--- src/hw/sba_pkg.sv ---
// Constants, register map and state codes for the system bus attachment block.
// Assumes a single 50 MHz clock and a plain register port with byte addresses.
package sba_pkg;

	localparam int NUM_CH     = 3;
	localparam int ADDR_JMP_W = 7;
	localparam int RECOG_W    = 21;
	localparam int LEVELS     = 22;
	localparam int BAUD_JMP_W = 21;
	localparam int NUM_RATES  = 12;
	localparam int CNT_W      = 16;
	localparam int CLK_HZ     = 50_000_000;

	// Register byte offsets.
	localparam logic [7:0] OFF_CMD  = 8'h00;
	localparam logic [7:0] OFF_STAT = 8'h04;
	localparam logic [7:0] OFF_MASK = 8'h08;
	localparam logic [7:0] OFF_BUF  = 8'h0c;
	localparam logic [7:0] OFF_CFG  = 8'h10;

	// Command word fields.
	localparam int CMD_CNT_LSB = 0;
	localparam int CMD_CH_LSB  = 16;

	// Configuration word fields.
	localparam int CFG_ONL_BIT  = 0;
	localparam int CFG_ADDR_LSB = 1;
	localparam int CFG_BAUD_LSB = 8;
	localparam int CFG_LVL_LSB  = 12;

	// Reset values.
	localparam logic [NUM_CH-1:0] MASK_RST = 3'h0;
	localparam logic [31:0]       BUF_RST  = 32'h0;
	localparam logic [3:0]        BAUD_DEFAULT_IDX = 4'h0;

	// Jumper key per rate: first two jumper bytes; bit 8 of the key is a don't care.
	localparam logic [15:0] BAUD_KEY_MASK = 16'hfeff;
	localparam logic [15:0] BAUD_KEY [NUM_RATES] = '{
		16'h1017, 16'h1067, 16'h209e, 16'h4079, 16'h80d7, 16'h80e6,
		16'h02db, 16'h025d, 16'h043a, 16'h04f2, 16'h086c, 16'h0022};
	localparam int BAUD_RATE [NUM_RATES] = '{
		110, 150, 300, 600, 900, 1200, 1800, 2400, 3600, 4800, 7200, 9600};

	// Bus request sequencer states.
	typedef enum logic [2:0] {
		SBA_IDLE = 3'b001,
		SBA_REQ  = 3'b010,
		SBA_XFER = 3'b100
	} sba_bus_st_t;

endpackage

--- src/hw/sba_chan.sv ---
// One device channel: its own word buffer, a block counter and a done pulse.
// Assumes the top grants at most one word per cycle and only while busy.
`timescale 1ns/1ps
module sba_chan
	import sba_pkg::*;
#(
	parameter int W = CNT_W
) (
	input  wire logic         clk,
	input  wire logic         rst_n,
	input  wire logic         start,
	input  wire logic [W-1:0] start_cnt,
	input  wire logic [31:0]  start_word,
	input  wire logic         grant,
	output logic              busy,
	output logic              done,
	output logic [31:0]       word
);

	logic [W-1:0] cnt_q;
	logic         busy_q;
	logic         done_q;
	logic [31:0]  word_q;
	logic         last_w;

	if (W < 1) begin : g_chk
		$error("sba_chan: count width must be at least one");
	end

	assign last_w = busy_q && grant && (cnt_q == W'(1));

	// A start while busy is ignored so a running block is never cut short.
	always_ff @(posedge clk or negedge rst_n) begin
		if (!rst_n) begin
			cnt_q  <= '0;
			busy_q <= 1'b0;
			done_q <= 1'b0;
			word_q <= BUF_RST;
		end else begin
			done_q <= 1'b0;
			if (start && !busy_q) begin
				cnt_q  <= start_cnt;
				word_q <= start_word;
				busy_q <= (start_cnt != '0);
				done_q <= (start_cnt == '0);
			end else if (busy_q && grant) begin
				cnt_q  <= cnt_q - W'(1);
				busy_q <= !last_w;
				done_q <= last_w;
			end
		end
	end

	assign busy = busy_q;
	assign done = done_q;
	assign word = word_q;

endmodule

--- src/hw/sba_top.sv ---
// System bus attachment: address match, buffer register, priority request logic,
// three concurrent block-transfer channels, interrupts and the serial bit-rate tick.
// Assumes all inputs, jumpers included, are synchronous to clk and that the
// register master never issues a read and a write strobe in the same cycle.
`timescale 1ns/1ps
module sba_top
	import sba_pkg::*;
#(
	parameter int CLK_FREQ = CLK_HZ
) (
	input  wire logic                  clk,
	input  wire logic                  resetn,
	// Front-edge switch, high in the on-line position.
	input  wire logic                  online_sw,
	// Low-true address jumpers; bit 6 is the first jumper.
	input  wire logic [ADDR_JMP_W-1:0] addr_jmp_n,
	// Closed (high) recognition jumper per higher level 0..20.
	input  wire logic [RECOG_W-1:0]    recog_jmp,
	// Closed (high) generation jumper selects our level.
	input  wire logic [LEVELS-1:0]     gen_jmp,
	// Bit-rate jumpers.
	input  wire logic [BAUD_JMP_W-1:0] baud_jmp,
	// Requests seen on the bus priority lines, level 0 highest.
	input  wire logic [LEVELS-1:0]     bus_lvl_req,
	// Grant of the bus to this unit.
	input  wire logic                  bus_grant,
	// A word on the bus addressed to some unit.
	input  wire logic                  bus_sel_valid,
	input  wire logic [ADDR_JMP_W-1:0] bus_sel_addr,
	input  wire logic [31:0]           bus_sel_word,
	// Register port.
	input  wire logic [7:0]            reg_addr,
	input  wire logic [31:0]           reg_wdata,
	input  wire logic                  reg_wr,
	input  wire logic                  reg_rd,
	output logic [31:0]                reg_rdata,
	// Bus side outputs.
	output logic                       bus_ack,
	output logic [LEVELS-1:0]          bus_req,
	output logic                       bus_xfer_valid,
	output logic [1:0]                 bus_xfer_chan,
	output logic [31:0]                bus_xfer_word,
	// Interrupt and serial bit-rate tick.
	output logic                       irq,
	output logic                       baud_tick
);

	// The bit-period counter needs at least two clocks per bit at the top rate.
	if (CLK_FREQ / BAUD_RATE[NUM_RATES-1] < 2) begin : g_chk
		$error("sba_top: clock too slow for the fastest bit rate");
	end

	// The command word names a channel in two bits, so no more than four fit.
	if (NUM_CH > 4) begin : g_chk_ch
		$error("sba_top: more channels than the command field can name");
	end

	// Count and channel fields must both sit inside one 32-bit command word.
	if (CMD_CH_LSB + 2 > 32 || CNT_W > CMD_CH_LSB) begin : g_chk_cmd
		$error("sba_top: command word fields overlap or overflow");
	end

	// Recognition covers only the levels above ours, so it is the narrower set.
	if (RECOG_W >= LEVELS) begin : g_chk_lvl
		$error("sba_top: recognition set must be narrower than the level set");
	end

	// The own-level field of the configuration word is five bits wide.
	if (LEVELS > 31) begin : g_chk_fld
		$error("sba_top: too many levels for the configuration field");
	end

	// The rate index travels in four bits.
	if (NUM_RATES > 16) begin : g_chk_rate
		$error("sba_top: too many bit rates for the index field");
	end

	// Reset release through two flops; assertion stays asynchronous.
	// The first flop may go metastable on release, so only the second is used.
	logic rst_meta_q;
	logic rst_n_q;

	always_ff @(posedge clk or negedge resetn) begin
		if (!resetn) begin
			rst_meta_q <= 1'b0;
			rst_n_q    <= 1'b0;
		end else begin
			rst_meta_q <= 1'b1;
			rst_n_q    <= rst_meta_q;
		end
	end

	// Declarations: jumper decode and bit-rate selection first.
	logic [ADDR_JMP_W-1:0] my_addr_w;
	logic                  addr_hit_w;
	logic                  inhibit_w;
	logic [4:0]            own_lvl_w;
	logic [3:0]            baud_idx_w;
	logic [15:0]           baud_key_w;
	logic [31:0]           baud_div_w;

	// Register port decode and the channel handshakes.
	logic                  wr_cmd_w;
	logic                  wr_mask_w;
	logic                  wr_buf_w;
	logic                  rd_stat_w;
	logic [31:0]           rd_mux_w;
	logic [1:0]            cmd_ch_w;
	logic [CNT_W-1:0]      cmd_cnt_w;

	logic [NUM_CH-1:0]     ch_start_w;
	logic [NUM_CH-1:0]     ch_grant_w;
	logic [NUM_CH-1:0]     ch_busy_w;
	logic [NUM_CH-1:0]     ch_done_w;
	logic [31:0]           ch_word_w [NUM_CH];
	logic [1:0]            pick_w;

	// Flops and the next-state nets that feed them.
	logic [31:0]           buf_q;
	logic [31:0]           buf_d;
	logic [NUM_CH-1:0]     stat_q;
	logic [NUM_CH-1:0]     stat_d;
	logic [NUM_CH-1:0]     mask_q;
	logic [31:0]           rdata_q;
	logic                  ack_q;
	logic [LEVELS-1:0]     req_q;
	logic                  xv_q;
	logic [1:0]            xch_q;
	logic [1:0]            cur_q;
	logic [31:0]           xword_q;
	logic                  irq_q;
	logic [31:0]           bcnt_q;
	logic                  btick_q;
	sba_bus_st_t           st_q;
	sba_bus_st_t           st_d;

	// Address jumpers are low-true, so a closed jumper reads as a one bit.
	// Only an on-line unit matches, so an off-line unit neither acknowledges nor captures a bus word.
	assign my_addr_w  = ~addr_jmp_n;
	assign addr_hit_w = online_sw && bus_sel_valid && (bus_sel_addr == my_addr_w);

	// Any closed recognition jumper whose level is requesting holds us off.
	// Our own and lower levels are never looked at, relying on open jumpers there.
	assign inhibit_w = |(recog_jmp & bus_lvl_req[RECOG_W-1:0]);

	// Our level number, for the configuration read: the lowest closed generation jumper.
	always_comb begin
		own_lvl_w = 5'h1f;
		for (int i = LEVELS - 1; i >= 0; i--) begin
			if (gen_jmp[i]) begin
				own_lvl_w = 5'(i);
			end
		end
	end

	// Bit-rate selection. Unknown jumper patterns fall back to the default rate
	// rather than stopping the tick, so a misjumpered card still talks slowly.
	// The key is the first two jumper bytes; its bit 8 is a don't-care position.
	assign baud_key_w = {baud_jmp[20:14], 1'b0, baud_jmp[13:6]};

	// Index of the matching key; the last match wins, though keys never overlap.
	always_comb begin
		baud_idx_w = BAUD_DEFAULT_IDX;
		for (int i = 0; i < NUM_RATES; i++) begin
			if ((baud_key_w & BAUD_KEY_MASK) == (BAUD_KEY[i] & BAUD_KEY_MASK)) begin
				baud_idx_w = 4'(i);
			end
		end
	end

	// Divider per rate, fixed at elaboration. Integer division rounds down, which
	// keeps the error under one clock per bit, far inside a receiver's margin.
	always_comb begin
		baud_div_w = 32'(CLK_FREQ / BAUD_RATE[0]);
		for (int i = 0; i < NUM_RATES; i++) begin
			if (baud_idx_w == 4'(i)) begin
				baud_div_w = 32'(CLK_FREQ / BAUD_RATE[i]);
			end
		end
	end

	// Free-running bit-period counter; one pulse per bit time.
	always_ff @(posedge clk or negedge rst_n_q) begin
		if (!rst_n_q) begin
			bcnt_q  <= 32'h0;
			btick_q <= 1'b0;
		end else if (bcnt_q >= baud_div_w - 32'h1) begin
			bcnt_q  <= 32'h0;
			btick_q <= 1'b1;
		end else begin
			bcnt_q  <= bcnt_q + 32'h1;
			btick_q <= 1'b0;
		end
	end

	// Register decode. Commands are ignored while off-line, but the mask and
	// the buffer stay writable so software can prepare a unit before it goes
	// on-line again.
	assign wr_cmd_w  = reg_wr && (reg_addr == OFF_CMD) && online_sw;
	assign wr_mask_w = reg_wr && (reg_addr == OFF_MASK);
	assign wr_buf_w  = reg_wr && (reg_addr == OFF_BUF);
	assign rd_stat_w = reg_rd && (reg_addr == OFF_STAT);
	assign cmd_ch_w  = reg_wdata[CMD_CH_LSB +: 2];
	assign cmd_cnt_w = reg_wdata[CMD_CNT_LSB +: CNT_W];

	// Unmapped addresses read as zero.
	// A status read shows the bits as they were before its own clear.
	always_comb begin
		rd_mux_w = 32'h0;
		case (reg_addr)
			OFF_CMD:  rd_mux_w = 32'(ch_busy_w);
			OFF_STAT: rd_mux_w = 32'(stat_q);
			OFF_MASK: rd_mux_w = 32'(mask_q);
			OFF_BUF:  rd_mux_w = buf_q;
			OFF_CFG: begin
				rd_mux_w[CFG_ONL_BIT]                 = online_sw;
				rd_mux_w[CFG_ADDR_LSB +: ADDR_JMP_W] = my_addr_w;
				rd_mux_w[CFG_BAUD_LSB +: 4]          = baud_idx_w;
				rd_mux_w[CFG_LVL_LSB +: 5]           = own_lvl_w;
			end
			default:  rd_mux_w = 32'h0;
		endcase
	end

	// Buffer register. A bus word addressed to us wins over a software write
	// in the same cycle, since the bus cannot be told to retry.
	assign buf_d = addr_hit_w ? bus_sel_word : (wr_buf_w ? reg_wdata : buf_q);

	always_ff @(posedge clk or negedge rst_n_q) begin
		if (!rst_n_q) begin
			buf_q <= BUF_RST;
			ack_q <= 1'b0;
		end else begin
			buf_q <= buf_d;
			ack_q <= addr_hit_w;
		end
	end

	// Channels. A command copies the buffer word into the chosen channel.
	// A channel field that names no channel starts nothing, and a command
	// for a busy channel is dropped inside the channel itself.
	for (genvar c = 0; c < NUM_CH; c++) begin : g_ch
		assign ch_start_w[c] = wr_cmd_w && (cmd_ch_w == 2'(c));
		assign ch_grant_w[c] = (st_q == SBA_XFER) && (cur_q == 2'(c));

		sba_chan #(
			.W(CNT_W)
		) u_chan (
			.clk        (clk),
			.rst_n      (rst_n_q),
			.start      (ch_start_w[c]),
			.start_cnt  (cmd_cnt_w),
			.start_word (buf_q),
			.grant      (ch_grant_w[c]),
			.busy       (ch_busy_w[c]),
			.done       (ch_done_w[c]),
			.word       (ch_word_w[c])
		);
	end

	// Fixed order among channels when several want the bus; each word is a
	// separate request, so no channel can hold the bus past one transfer.
	assign pick_w = ch_busy_w[0] ? 2'd0 : (ch_busy_w[1] ? 2'd1 : 2'd2);

	// Bus request sequencer. One grant moves one word, and the sequencer goes
	// back to idle after every word so that a channel of higher fixed rank can
	// step in between two words of a long block.
	always_comb begin
		st_d = st_q;
		case (st_q)
			SBA_IDLE: begin
				if (online_sw && |ch_busy_w) begin
					st_d = SBA_REQ;
				end
			end
			SBA_REQ: begin
				if (!online_sw) begin
					st_d = SBA_IDLE;
				end else if (bus_grant && !inhibit_w) begin
					st_d = SBA_XFER;
				end
			end
			SBA_XFER: st_d = SBA_IDLE;
			default:  st_d = SBA_IDLE;
		endcase
	end

	// State and the channel being served. The choice is frozen outside idle so
	// a word always goes out for the channel that won the request.
	always_ff @(posedge clk or negedge rst_n_q) begin
		if (!rst_n_q) begin
			st_q  <= SBA_IDLE;
			cur_q <= 2'd0;
		end else begin
			st_q <= st_d;
			if (st_q == SBA_IDLE) begin
				cur_q <= pick_w;
			end
		end
	end

	// Request drives only our generation level, and only while not inhibited.
	// Being registered, it drops one cycle after a higher level shows up.
	always_ff @(posedge clk or negedge rst_n_q) begin
		if (!rst_n_q) begin
			req_q   <= '0;
			xv_q    <= 1'b0;
			xch_q   <= 2'd0;
			xword_q <= 32'h0;
		end else begin
			req_q <= (st_d == SBA_REQ && !inhibit_w) ? gen_jmp : '0;
			xv_q  <= (st_q == SBA_XFER);
			if (st_q == SBA_XFER) begin
				xch_q   <= cur_q;
				xword_q <= ch_word_w[cur_q];
			end
		end
	end

	// Interrupts: sticky done bits, cleared by reading status; a done that
	// lands in the clearing cycle survives.
	assign stat_d = (rd_stat_w ? '0 : stat_q) | ch_done_w;

	always_ff @(posedge clk or negedge rst_n_q) begin
		if (!rst_n_q) begin
			stat_q  <= '0;
			mask_q  <= MASK_RST;
			irq_q   <= 1'b0;
			rdata_q <= 32'h0;
		end else begin
			stat_q <= stat_d;
			if (wr_mask_w) begin
				mask_q <= reg_wdata[NUM_CH-1:0];
			end
			irq_q   <= online_sw && |(stat_d & mask_q);
			rdata_q <= reg_rd ? rd_mux_w : 32'h0;
		end
	end

	// Outputs straight from flops, so the far side never sees decode glitches.
	// Read data stay zero outside the answer cycle, so several ports can be ORed.
	assign reg_rdata      = rdata_q;
	assign bus_ack        = ack_q;
	assign bus_req        = req_q;
	assign bus_xfer_valid = xv_q;
	assign bus_xfer_chan  = xch_q;
	assign bus_xfer_word  = xword_q;
	assign irq            = irq_q;
	assign baud_tick      = btick_q;

endmodule

--- config.mk ---
export PLATFORM = sky130hd
export DESIGN_NAME = sba_top
export DESIGN_NICKNAME = d
export VERILOG_FILES = /design/src/hw/sba_pkg.sv /design/src/hw/sba_chan.sv /design/src/hw/sba_top.sv
export SDC_FILE = /design/constraint.sdc
export NUM_CORES = 1
export LEC_CHECK = 0
export BUFFER_PORTS_ARGS = -buffer_cell sky130_fd_sc_hd__buf_4
export CAP_MARGIN = 0
export CORE_ASPECT_RATIO = 0.9
export CORE_MARGIN = 5
export CORE_UTILIZATION = 60
export DETAILED_ROUTE_END_ITERATION = 10
export PLACE_DENSITY = 0.92
export RECOVER_POWER = 100
export SYNTH_ARGS = -nofsm -noshare
export SYNTH_HDL_FRONTEND = slang
export SYNTH_SLANG_ARGS = --single-unit
--- constraint.sdc ---
create_clock -name clk -period 30.1 [get_ports clk]
set_input_delay 6.02 -clock clk [delete_from_list [all_inputs] [get_ports clk]]
set_output_delay 6.02 -clock clk [all_outputs]
set_load 0.03 [all_outputs]
After elaboration in Yosys (flattened, before gate mapping)

Cells that the tools add are included.

Input bits: 179
Register bits: 319
Logic and storage cells: 203
Output and inout port bits: 92

Mux-type cells: 80
$add $sub $neg: 5
Bitwise gates (word level): 5
Reduce and logical (&&, ||, !) cells: 45
Order comparisons: 2
Equal/unequal tests: 38

Operator list:

| operator                                                             | count |
|---|---|
| 32-bit two-way mux                                                   | 16 |
| 16-bit two-way mux                                                   | 6 |
| 17-bit one-hot mux with 5 select lines                               | 1 |
| 5-bit two-way mux                                                    | 16 |
| 32-bit binary-select mux with 2-bit select                           | 1 |
| 4-bit two-way mux                                                    | 16 |
| 16-bit by 1-bit == test with 1-bit output, second input constant     | 3 |
| 16-bit by 1-bit subtractor with 16-bit output, second input constant | 3 |
| 32-bit by 1-bit adder with 32-bit output, second input constant      | 1 |
| 32-bit greater-or-equal comparator                                   | 1 |
| 32-bit by 1-bit subtractor with 32-bit output, second input constant | 1 |
| 15-bit by 10-bit == test with 1-bit output, second input constant    | 2 |
| 15-bit == test, second input constant                                | 2 |
| 15-bit by 9-bit == test with 1-bit output, second input constant     | 2 |
| 1-bit logical AND                                                    | 26 |
| 22-bit two-way mux                                                   | 1 |
| 21-bit AND                                                           | 1 |
| 21-bit OR reduction                                                  | 1 |
| 18-bit two-way mux                                                   | 1 |
| 4-bit by 3-bit == test with 1-bit output, second input constant      | 4 |
| 4-bit == test, second input constant                                 | 4 |
| 8-bit by 4-bit == test with 1-bit output, second input constant      | 2 |
| 16-bit zero test                                                     | 1 |
| 16-bit nonzero test                                                  | 1 |
| other kinds (30)                                                     | 62 |

Longest topological paths before layout

Gate-level depths: netlist (run 1).

Depth in word-level cells: 27
Gate-level depth with buffers: 21
Gate-level depth less buffers: 18

Hierarchy

From an unflattened synthesis (run 1), not the netlist that was laid out.

Cells, all modules: 1703
Area total of the unflattened synthesis: 15793.9 um^2

By module, submodules not included:

| module   | area each (um^2) | times used | seq. area each (um^2) | cells each |
|---|---|---|---|---|
| sba_top  | 9213.8           | 1          | 4230.3                | 965 |
| sba_chan | 2193.4           | 3          | 1251.2                | 246 |

Worst setup path after synthesis (run 1)

Ideal clock, no wire load.

Path type: input port to flip-flop
Start: in baud_jmp[19]
End: reg bcnt_q[10]
Required time: 29.968 ns
Buffers on the path: 1
Data arrival time: 9.792 ns
Slack: 20.176 ns
Stages on the path: 19
Library setup time: 0.132 ns
Path through: or4_4 > or4_4 > or4_4 > and3_4 > a21boi_1 > mux2i_1 > nand2_1 > ha_1 > nand2_1 > xnor2_1 > ha_1 > o21ai_0 > nand2b_1 > a21oi_1 > a211oi_1 > o21ai_0 > nand2_1 > clkbuf_1 > nor2_1

Longest elaborated chain between the ends: 27
Elaborated cells between the ends (all ways): 47
Classes of those cells: 1 x add/sub; 1 x order compare; 22 x eq/ne; 23 x mux

Ends and longest elaborated chain:

| element                                         | RTL line       | text |
|---|---|---|
| start: declaration                              | sba_top.sv:22  | `input wire logic [BAUD_JMP_W-1:0] baud_jmp,` |
| 15-bit by 12-bit == test with 1-bit output      | sba_top.sv:165 | `if ((baud_key_w & BAUD_KEY_MASK) == (BAUD_KEY[i] & BAUD_KEY_MASK)) begin` |
| 1-bit two-way mux                               | sba_top.sv:165 |  |
| 4-bit two-way mux (9 in a row)                  | sba_top.sv:165 |  |
| 4-bit two-way mux *                             | sba_top.sv:165 |  |
| 4-bit by 1-bit == test with 1-bit output        | sba_top.sv:176 | `if (baud_idx_w == 4'(i)) begin` |
| 18-bit two-way mux                              | sba_top.sv:176 |  |
| 32-bit two-way mux (9 in a row)                 | sba_top.sv:176 |  |
| 32-bit two-way mux *                            | sba_top.sv:176 |  |
| 32-bit by 1-bit subtractor with 32-bit output * | sba_top.sv:187 | `end else if (bcnt_q >= baud_div_w - 32'h1) begin` |
| 32-bit greater-or-equal comparator *            | sba_top.sv:187 |  |
| 32-bit two-way mux *                            | sba_top.sv:187 |  |
| end signal: assignment                          | sba_top.sv:191 | `bcnt_q <= bcnt_q + 32'h1;` |
| end: declaration                                | sba_top.sv:132 | `logic [31:0] bcnt_q;` |

Mark *: on every way between the ends. The rest lies on a longest branch, timed or not.
A chain may end at the register's enable or synchronous reset.

==> impl_metrics.tcl, run 1 <==
set metrics [dict create \
    tns_ns 0 \
    ys_warn_count 0 \
    post-dp-hpwl_um 31370 \
    required_ns 29.57 \
    clockPowerShare 0.442 \
    grt_util_all_layers 0.3168 \
    final_util 0.7242 \
    design_area_mm2 0.01872 \
    synthToLayoutAreaGrowth_pct 20.01 \
    drv_cap 17 \
    vias 14358 \
    synthAdderAreaFrac 0.03208 \
    cp_max_fo 184 \
    cts_sinks 319 \
    ff2ff_path_depth 2 \
    cp.arrival_ns 12.36 \
    numCtsBuffers 34 \
    numPortBuffers 263 \
    synth_simple_gate_area_frac 0.2701 \
    place_area_mm2 0.01791 \
    synthArstFlopShare 1.000 \
    clk_latency_ns 0.51 \
    fin_nets 2197 \
    syn_area_mm2 0.01560 \
    fp.dieArea_mm2 0.02933 \
    slew_headroom -5.299 \
    drive_above_1_share 0.1297 \
    hold_buffers 0 \
    critPathKind "reg2async" \
    drc_errors 0 \
    drt_iter0_markers 1644 \
    synth-xor-area-share 0.03144 \
    fp.dieW_um 180.0 \
    hold_violations 0 \
    die_h_um 163.0 \
    fin_crit_sh 0.4283 \
    yosysSeqAreaShare 0.5117 \
    worst_pin_slew_ns 9.448 \
    setup_violations 0 \
    fin_crit_ns 12.89 \
    synthDistinctLibCells 73 \
    nFillCells 1867 \
    h-tree-depth 2 \
    globalplace.congestion 0.9060 \
    fp-row-count 56 \
    comb_power_share 0.104 \
    wire_per_inst_um 20.12 \
    postCtsSetupBuffers 0 \
    fmax_ghz 0.07758 \
    postSynthAreaPerCell_um2 9.013 \
    critPathCaptureType "async pin" \
    slew_viol_final 879 \
    cts_resized 0 \
    final_common_cell "nand2_1" \
    clock_tree.root_cell "clkbuf_16" \
    mostFrequentLayoutCells "nand2_1, dfrtp_1, nor2_1" \
    wl_um 47330 \
    grt_pass1_wl_um 75540 \
    hold_slack_ns 0.3555 \
    ioPinCount 271 \
    grt_antenna_before_repair 3 \
    synth_compound_area_frac 0.1046 \
    leakage_nw 8.882 \
    grt_max_degree 185 \
    swShare 0.2602 \
    ys_seq_elements 319 \
    power.internal_uw 786.6 \
    worst_ir_drop_vdd_mv 0.03762 \
    clk_pin_slew_ns 0.06 \
    holdPathStages 0 \
    synth_enable_flop_cells 0 \
    grt_pass1_vias 14577 \
    core_area_mm2 0.02585 \
    rsz0062_at_grt "false" \
    status "finished, violations left" \
    hp-class "reg2reg" \
    yosys_most_used_dff "dfrtp_1" \
    failed_checks "capacitance limit, slew limit" \
    viasPerCell 6.102 \
    synth_top_family_by_area "simple AND/OR/NAND/NOR gates" \
    power_switching_uw 276.6 \
    power_density_mw_per_mm2 56.79 \
    cts_tree "yes" \
    ant_nets 0 \
    muxShareOfSynthArea 0.02759 \
    startpoint_type "register" \
    clockBufferDepth 3 \
    start_util 0.6034 \
    clock_skew_ns 0.01182 \
    seq_power_share 0.454 \
    overflow 0 \
    synthCells 1731 \
    drtPass1Iterations 5 \
]
-- Yosys cell counts, types with 14 or more instances --
master / instances / area share
a21oi_1: 96 / 0.031
a22oi_1: 14 / 0.0067
a31oi_1: 33 / 0.013
and2_1: 28 / 0.011
and3_1: 31 / 0.012
clkbuf_1: 72 / 0.017
dfrtp_1: 318 / 0.51
ha_1: 40 / 0.032
mux2i_1: 34 / 0.022
nand2_1: 455 / 0.11
nand2b_1: 14 / 0.0056
nand3_1: 52 / 0.017
nand4_1: 16 / 0.0064
nor2_1: 199 / 0.048
nor2b_1: 15 / 0.0060
nor3_1: 26 / 0.0083
nor4_1: 21 / 0.0084
o211ai_1: 15 / 0.0072
o21ai_0: 38 / 0.012
xnor2_1: 18 / 0.010
xor2_1: 38 / 0.021
-- critical path, cell delays in order (launching register included) --
cell	delay, ns
dfrtp_1	1.92
clkbuf_1	6.68
clkbuf_1	3.02
-- registers in the layout, summed over array words and instances (netlist names), 2 cells and up --
register,cells
cur_q,2
mask_q,3
g_ch.u_chan.done,3
bus_xfer_word,32
g_ch.u_chan.cnt_q,48
bus_xfer_chan,2
g_ch.u_chan.word,96
st_q,3
g_ch.u_chan.busy,3
reg_rdata,32
bus_req,22
bcnt_q,32
stat_q,3
buf_q,32
-- kinds of logic (layout without fill, tap and decap cells) --
group                      after synthesis  count (layout)
adders and majority gates               40              40
and+or+nand+nor                        924             924
muxes                                   42              42
AOI/OAI and AO/OA                      257             257
DFF                                    319             319
other                                    1              15
xor gates and xnor gates                56              56
buffers and inverters                   92             352
-- per-layer routing --
layer  wire length, µm  track usage
met5                46            0
met4              2187       0.1392
met3              5029      0.08977
met2             21600       0.4991
met1             18470       0.4148
-- final cells by class --
type,instances,area [µm²],area share
Inverter,13,48.80,0.002606
Antenna cell,1,2.502,0.0001337
Sequential cell,319,7985,0.4265
Clock buffer,46,1030,0.05500
Multi-Input combinational cell,1333,7310,0.3904
Timing Repair Buffer,277,1674,0.08941
Tap cell,348,435.4,0.02326
Clock inverter,16,237.7,0.01270
-- stage by stage --
step / power (mW) / setup WS, ns / std cells
2_1_floorplan: 0.5431 / 20.18 / 1744
3_3_place_gp: 0.5930 / 19.09 / 2290
3_5_place_dp: 0.5990 / 18.99 / 2290
4_1_cts: 1.064 / 19.51 / 2352
5_1_grt: 1.099 / 14.48 / 2352
6_report: 1.063 / 17.21 / 2353
-- power groups by stage --
stage | Combinational [mW] | Sequential (mW) | Clock, mW
finish | 0.111 | 0.483 | 0.470
global route | 0.122 | 0.486 | 0.490
CTS | 0.112 | 0.482 | 0.471
detailed placement | 0.110 | 0.489 | 0
global placement | 0.105 | 0.488 | 0
floorplan | 0.0595 | 0.484 | 0
-- final timing paths --
path,slack [ns],start,endpoint
max in group clk,18.77,reg_addr[0],g_ch[2].u_chan.cnt_q[1]
worst max register to register,17.21,rst_n_q,cur_q[1]
worst min register to register,0.36,rst_meta_q,rst_n_q
worst min-delay path,0.36,rst_meta_q,rst_n_q
min in group asynchronous,0.98,rst_n_q,g_ch[0].u_chan.cnt_q[4]
worst max-delay path,17.21,rst_n_q,cur_q[1]
Note: power is estimated with default switching activity, not from simulation.
==> inputs of run 2 (changes only) <==
- CORE_UTILIZATION: 60 -> 51
- PLACE_DENSITY: 0.92 -> 0.84
- clock period: 30.1 -> 10.37 ns (I/O delays scaled with it)
==> run 2 against run 1 <==
Against the previous run:
- global-route usage decreased by 5.5 points
- critical path depth rose by 6
- first-iteration DRC count decreased by 12%
- combinational power rose to 2.9 times the previous value
- the flow still finishes with violations (capacitance limit, slew limit)
- critical path type is now in2reg
- non-clock buffer count shrank 2
- sequential share of layout area increased by 0.13 points
==> impl_metrics.tcl, run 2 (same netlist as run 1, synthesis figures left out) <==
set metrics [dict create \
    grt_util_all_layers 0.2616 \
    required_ns 10.77 \
    vias 13991 \
    worst_pin_slew_ns 4.182 \
    m1WireLength_um 18940 \
    drc_errors 0 \
    fin_crit_ns 7.447 \
    numCtsBuffers 35 \
    clockBufferDepth 3 \
    h-tree-depth 2 \
    nFillCells 2536 \
    fp.dieArea_mm2 0.03419 \
    wl_met3_um 4344 \
    startpoint_type "input port" \
    overflow 0 \
    clk_pin_slew_ns 0.06 \
    grt_max_degree 178 \
    dpl.cell_count 2343 \
    status "finished, violations left" \
    failed_checks "capacitance limit, slew limit" \
    final_common_cell "nand2_1" \
    power_density_mw_per_mm2 158.2 \
    rsz0062_at_grt "false" \
    cp.arrival_ns 7.85 \
    grt_antenna_before_repair 2 \
    viasPerCell 5.810 \
    cts_resized 0 \
    synthToLayoutAreaGrowth_pct 19.63 \
    design_area_mm2 0.01866 \
    fp.dieW_um 194.4 \
    slew_headroom -1.788 \
    cp_max_fo 33 \
    drive_above_1_share 0.1283 \
    ff2ff_path_depth 2 \
    start_util 0.5195 \
    mostFrequentLayoutCells "nand2_1, dfrtp_1, nor2_1" \
    hp-class "reg2reg" \
    wire_per_inst_um 19.08 \
    ant_nets 0 \
    wl_um 45940 \
    die_h_um 175.9 \
    setup_slack_ns 2.923 \
    clk_latency_ns 0.53 \
    cts_tree "yes" \
    core_area_mm2 0.03003 \
    grt_pass1_wl_um 73300 \
    drtPass1Iterations 6 \
    worst_ir_drop_vdd_mv 0.1234 \
    fin_crit_sh 0.7181 \
    cts_sinks 319 \
    fin_nets 2196 \
    postCtsSetupBuffers 0 \
    place_area_mm2 0.01797 \
    wl_met2_um 21100 \
    critPathCaptureType "register" \
    top_layer "met4" \
    place_ws_ns 3.273 \
    grt_pass1_vias 13939 \
    post-dp-hpwl_um 31170 \
    slew_viol_final 799 \
    drt_iter0_markers 1441 \
    holdPathStages 0 \
    fp-row-count 60 \
    setup_violations 0 \
    largest_register_ffs 96 \
    ioPinCount 271 \
    hold_violations 0 \
    hold_buffers 0 \
    leakage_nw 8.824 \
    drv_cap 16 \
    clock_tree.root_cell "clkbuf_16" \
    globalplace.congestion 0.8989 \
    clock_skew_ns 0.01822 \
    numPortBuffers 263 \
    fin_cells 2408 \
    fmax_ghz 0.1343 \
    tns_ns 0 \
    critPathKind "in2reg" \
]
==> run 2: routing by layer <==
layer / vias to the layer above / track usage
li1: 6428 / -
met1: 6806 / 0.3530
met2: 651 / 0.4165
met3: 106 / 0.06483
met4: 0 / 0.09110
met5: - / 0
==> run 2: final timing paths <==
kind | from | slack, ns | end
worst max-delay path | reg_addr[0] | 2.92 | g_ch[2].u_chan.cnt_q[1]
worst min-delay path | rst_meta_q | 0.35 | rst_n_q
worst max register to register | rst_n_q | 3.85 | buf_q[24]
worst min register to register | rst_meta_q | 0.35 | rst_n_q
max in group asynchronous | rst_n_q | 3.85 | buf_q[24]
min in group asynchronous | rst_n_q | 1.09 | g_ch[0].u_chan.cnt_q[13]
==> run 2: layout make-up <==
| cell class | instances | area [µm²] | area share |
|---|---|---|---|
| clock buffers | 47 | 991.0 | 0.05309 |
| clock inverters | 16 | 157.7 | 0.008447 |
| multi-input cells | 1333 | 7305 | 0.3914 |
| diodes | 2 | 5.005 | 0.0002681 |
| well taps | 403 | 504.2 | 0.02702 |
| inverters | 13 | 48.80 | 0.002614 |
| repair buffers | 275 | 1668 | 0.08936 |
| flip-flops and latches | 319 | 7985 | 0.4278 |
==> run 2: per-stage QoR <==
stage	hold slack, ns	power [mW]	utilization
global route	0.3660	3.070	0.6215
CTS	0.3521	2.968	0.6368
floorplan	0.3312	1.576	-
finish	0.3536	2.953	0.6215
global placement	0.3375	1.727	0.5985
detailed placement	0.3403	1.742	0.5985
==> run 2: power by group <==
part / total, mW / switching, mW / internal (mW) / leakage (nW)
sequential: 1.40 / 0.0954 / 1.31 / 4.20
clock: 1.23 / 0.523 / 0.708 / 0.562
combinational: 0.319 / 0.191 / 0.127 / 4.06
==> run 2: critical path, cell delays in order <==
cell	delay, ns
clkbuf_4	0.10
or4_1	0.63
or3_1	0.46
or3_1	0.43
nor3b_1	2.22
clkbuf_1	1.32
nor2_1	0.23
a221o_1	0.37
==> inputs of run 3 (changes only) <==
- clock period: 10.37 -> 6.4 ns (I/O delays scaled with it)
==> run 3 against run 2 <==
Against the previous run:
- the flow still finishes with violations (capacitance limit, slew limit)
- core utilization rose by 0.17 points
- register-to-register slack lost 2.0 ns
- sequential share of layout area decreased by 0.12 points
- combinational power up 61%
- clock power up 68%
- wire length shrank 1.0%
- critical path depth unchanged
- non-clock buffer count grew 1
- via count shrank 0.57%
- sequential cell count unchanged
- critical endpoint is now g_ch[2].u_chan.word[4]
- largest cell class unchanged
- highest routed layer unchanged
==> impl_metrics.tcl, run 3 (same netlist as run 1, synthesis figures left out) <==
set metrics [dict create \
    power_switching_mw 1.270 \
    drive_above_1_share 0.1294 \
    critical_path.max_stage_delay_ns 2.12 \
    slew_viol_final 763 \
    clock_skew_ns 0.01807 \
    r2r_setup_slack_ns 1.84 \
    numPortBuffers 263 \
    rsz0062_at_grt "false" \
    cts_resized 0 \
    cp_max_fo 32 \
    h-tree-depth 2 \
    setup_violations 0 \
    clk_pin_slew_ns 0.06 \
    fp.dieArea_mm2 0.03419 \
    tns_ns 0 \
    final_util 0.6233 \
    wire_per_inst_um 18.88 \
    status "finished, violations left" \
    critPathKind "in2reg" \
    drc_errors 0 \
    design_area_mm2 0.01872 \
    critPathCaptureType "register" \
    globalplace.congestion 0.9046 \
    vias 13911 \
    die_h_um 175.9 \
    postCtsSetupBuffers 0 \
    clock_tree.root_cell "clkbuf_16" \
    failed_checks "capacitance limit, slew limit" \
    seq_power_share 0.467 \
    nFillCells 2565 \
    power.internal_mw 3.590 \
    ant_nets 0 \
    cp.arrival_ns 6.20 \
    drt_iter0_markers 1364 \
    numCtsBuffers 34 \
    holdPathStages 0 \
    core_area_mm2 0.03003 \
    swShare 0.2613 \
    grt_max_degree 189 \
    post-dp-hpwl_um 31410 \
    cts_tree "yes" \
    wl_um 45460 \
    cts_sinks 319 \
    drv_cap 14 \
    fmax_ghz 0.1737 \
    crit_chain "clkbuf_4, or4_1, or3_1, or3_1, nor3b_1, clkbuf_2, nand2_1, nand2_1" \
    worstHoldStart "rst_meta_q" \
    grt_antenna_before_repair 1 \
    clockBufferDepth 3 \
    startpoint_type "input port" \
    slew_headroom -0.9863 \
    grt_pass1_wl_um 72750 \
    fin_crit_ns 5.756 \
    grt_pass1_vias 14028 \
    clockPowerShare 0.427 \
    fin_nets 2196 \
    dpl.cell_count 2344 \
    final_common_cell "nand2_1" \
    worst_ir_drop_vdd_mv 0.2029 \
    start_util 0.5195 \
    grt_util_all_layers 0.2595 \
    hold_violations 0 \
    place_area_mm2 0.01798 \
    leakage_nw 8.865 \
    clk_latency_ns 0.53 \
    synthToLayoutAreaGrowth_pct 19.96 \
    hp-class "reg2reg" \
    fin_crit_sh 0.8993 \
    fp.dieW_um 194.4 \
    power_density_mw_per_mm2 259.7 \
    crit_slowest_cell "nor3b_1" \
    ioPinCount 271 \
    mostFrequentLayoutCells "nand2_1, dfrtp_1, nor2_1" \
    drtPass1Iterations 7 \
    ff2ff_path_depth 5 \
    r2r_end "bus_xfer_word[9]" \
    comb_power_share 0.106 \
    viasPerCell 5.779 \
    required_ns 6.84 \
    worst_pin_slew_ns 2.980 \
    overflow 0 \
    reg2reg_from "cur_q[1]" \
    fin_cells 2407 \
    largest_register_ffs 96 \
    hold_buffers 0 \
    hold_end "rst_n_q" \
    fp-row-count 60 \
]
## run 3: changes by cell type in the layout (fill, tap and decap cells not counted), sizes merged
| cell | previous run | this run |
|---|---|---|
| inv | 15 | 16 |
| clkbuf | 155 | 157 |
| clkinvlp | 3 | 0 |
| bufinv | 1 | 4 |
| clkinv | 10 | 5 |
| buf | 167 | 168 |
## run 3: layout make-up
class	instances	area (µm²)	area share
diodes	2	5.005	0.0002674
flip-flops and latches	319	7985	0.4267
clock inverters	12	182.7	0.009761
inverters	13	48.80	0.002607
repair buffers	276	1682	0.08985
well taps	403	504.2	0.02694
multi-input cells	1333	7301	0.3901
clock buffers	49	1007	0.05382
## run 3: power groups by stage
| stage | combinational [mW] | sequential (mW) | clock (mW) |
|---|---|---|---|
| 3_5_place_dp | 0.519 | 2.30 | 0 |
| 6_report | 0.515 | 2.27 | 2.07 |
| 4_1_cts | 0.522 | 2.27 | 2.09 |
| 5_1_grt | 0.573 | 2.29 | 2.17 |
| 2_1_floorplan | 0.280 | 2.27 | 0 |
| 3_3_place_gp | 0.503 | 2.30 | 0 |
## run 3: how the worst max path moves through the flow
stage                              to  slack [ns]  cells after the start    startpoint
5_1_grt                    bcnt_q[14]        0.31                     16  baud_jmp[19]
4_1_cts                    bcnt_q[13]        0.95                     20  baud_jmp[19]
6_report       g_ch[2].u_chan.word[4]        0.64                      8   reg_addr[0]
2_1_floorplan               baud_tick        1.18                      0       rst_n_q
3_5_place_dp               bcnt_q[22]        0.43                     20  baud_jmp[19]
3_3_place_gp               bcnt_q[14]        0.54                     20  baud_jmp[19]
## run 3: critical path: cells and delay by family
| kind | cells | cell delay, ns |
|---|---|---|
| buffers and inverters | 2 | 1.01 |
| AND/OR/NAND/NOR | 6 | 3.87 |
## run 3: per-layer routing
metal  GRT usage  wire length, µm  vias to the layer above
met1      0.3455            18570                     6747
li1            -                -                     6426
met4     0.09285             1616                        0
met5           0                0                        -
met2      0.4191            20940                      627
met3     0.06214             4322                      111
## run 3: per-stage QoR
| stage | power [mW] | worst slack [ns] | hold slack [ns] |
|---|---|---|---|
| after global routing | 5.032 | 0.3055 | 0.3682 |
| after detailed placement | 2.821 | 0.4283 | 0.3418 |
| final | 4.860 | 0.6444 | 0.3662 |
| after CTS | 4.879 | 0.9462 | 0.3665 |
| after global placement | 2.800 | 0.5441 | 0.3399 |
| after floorplan | 2.554 | 1.183 | 0.3311 |
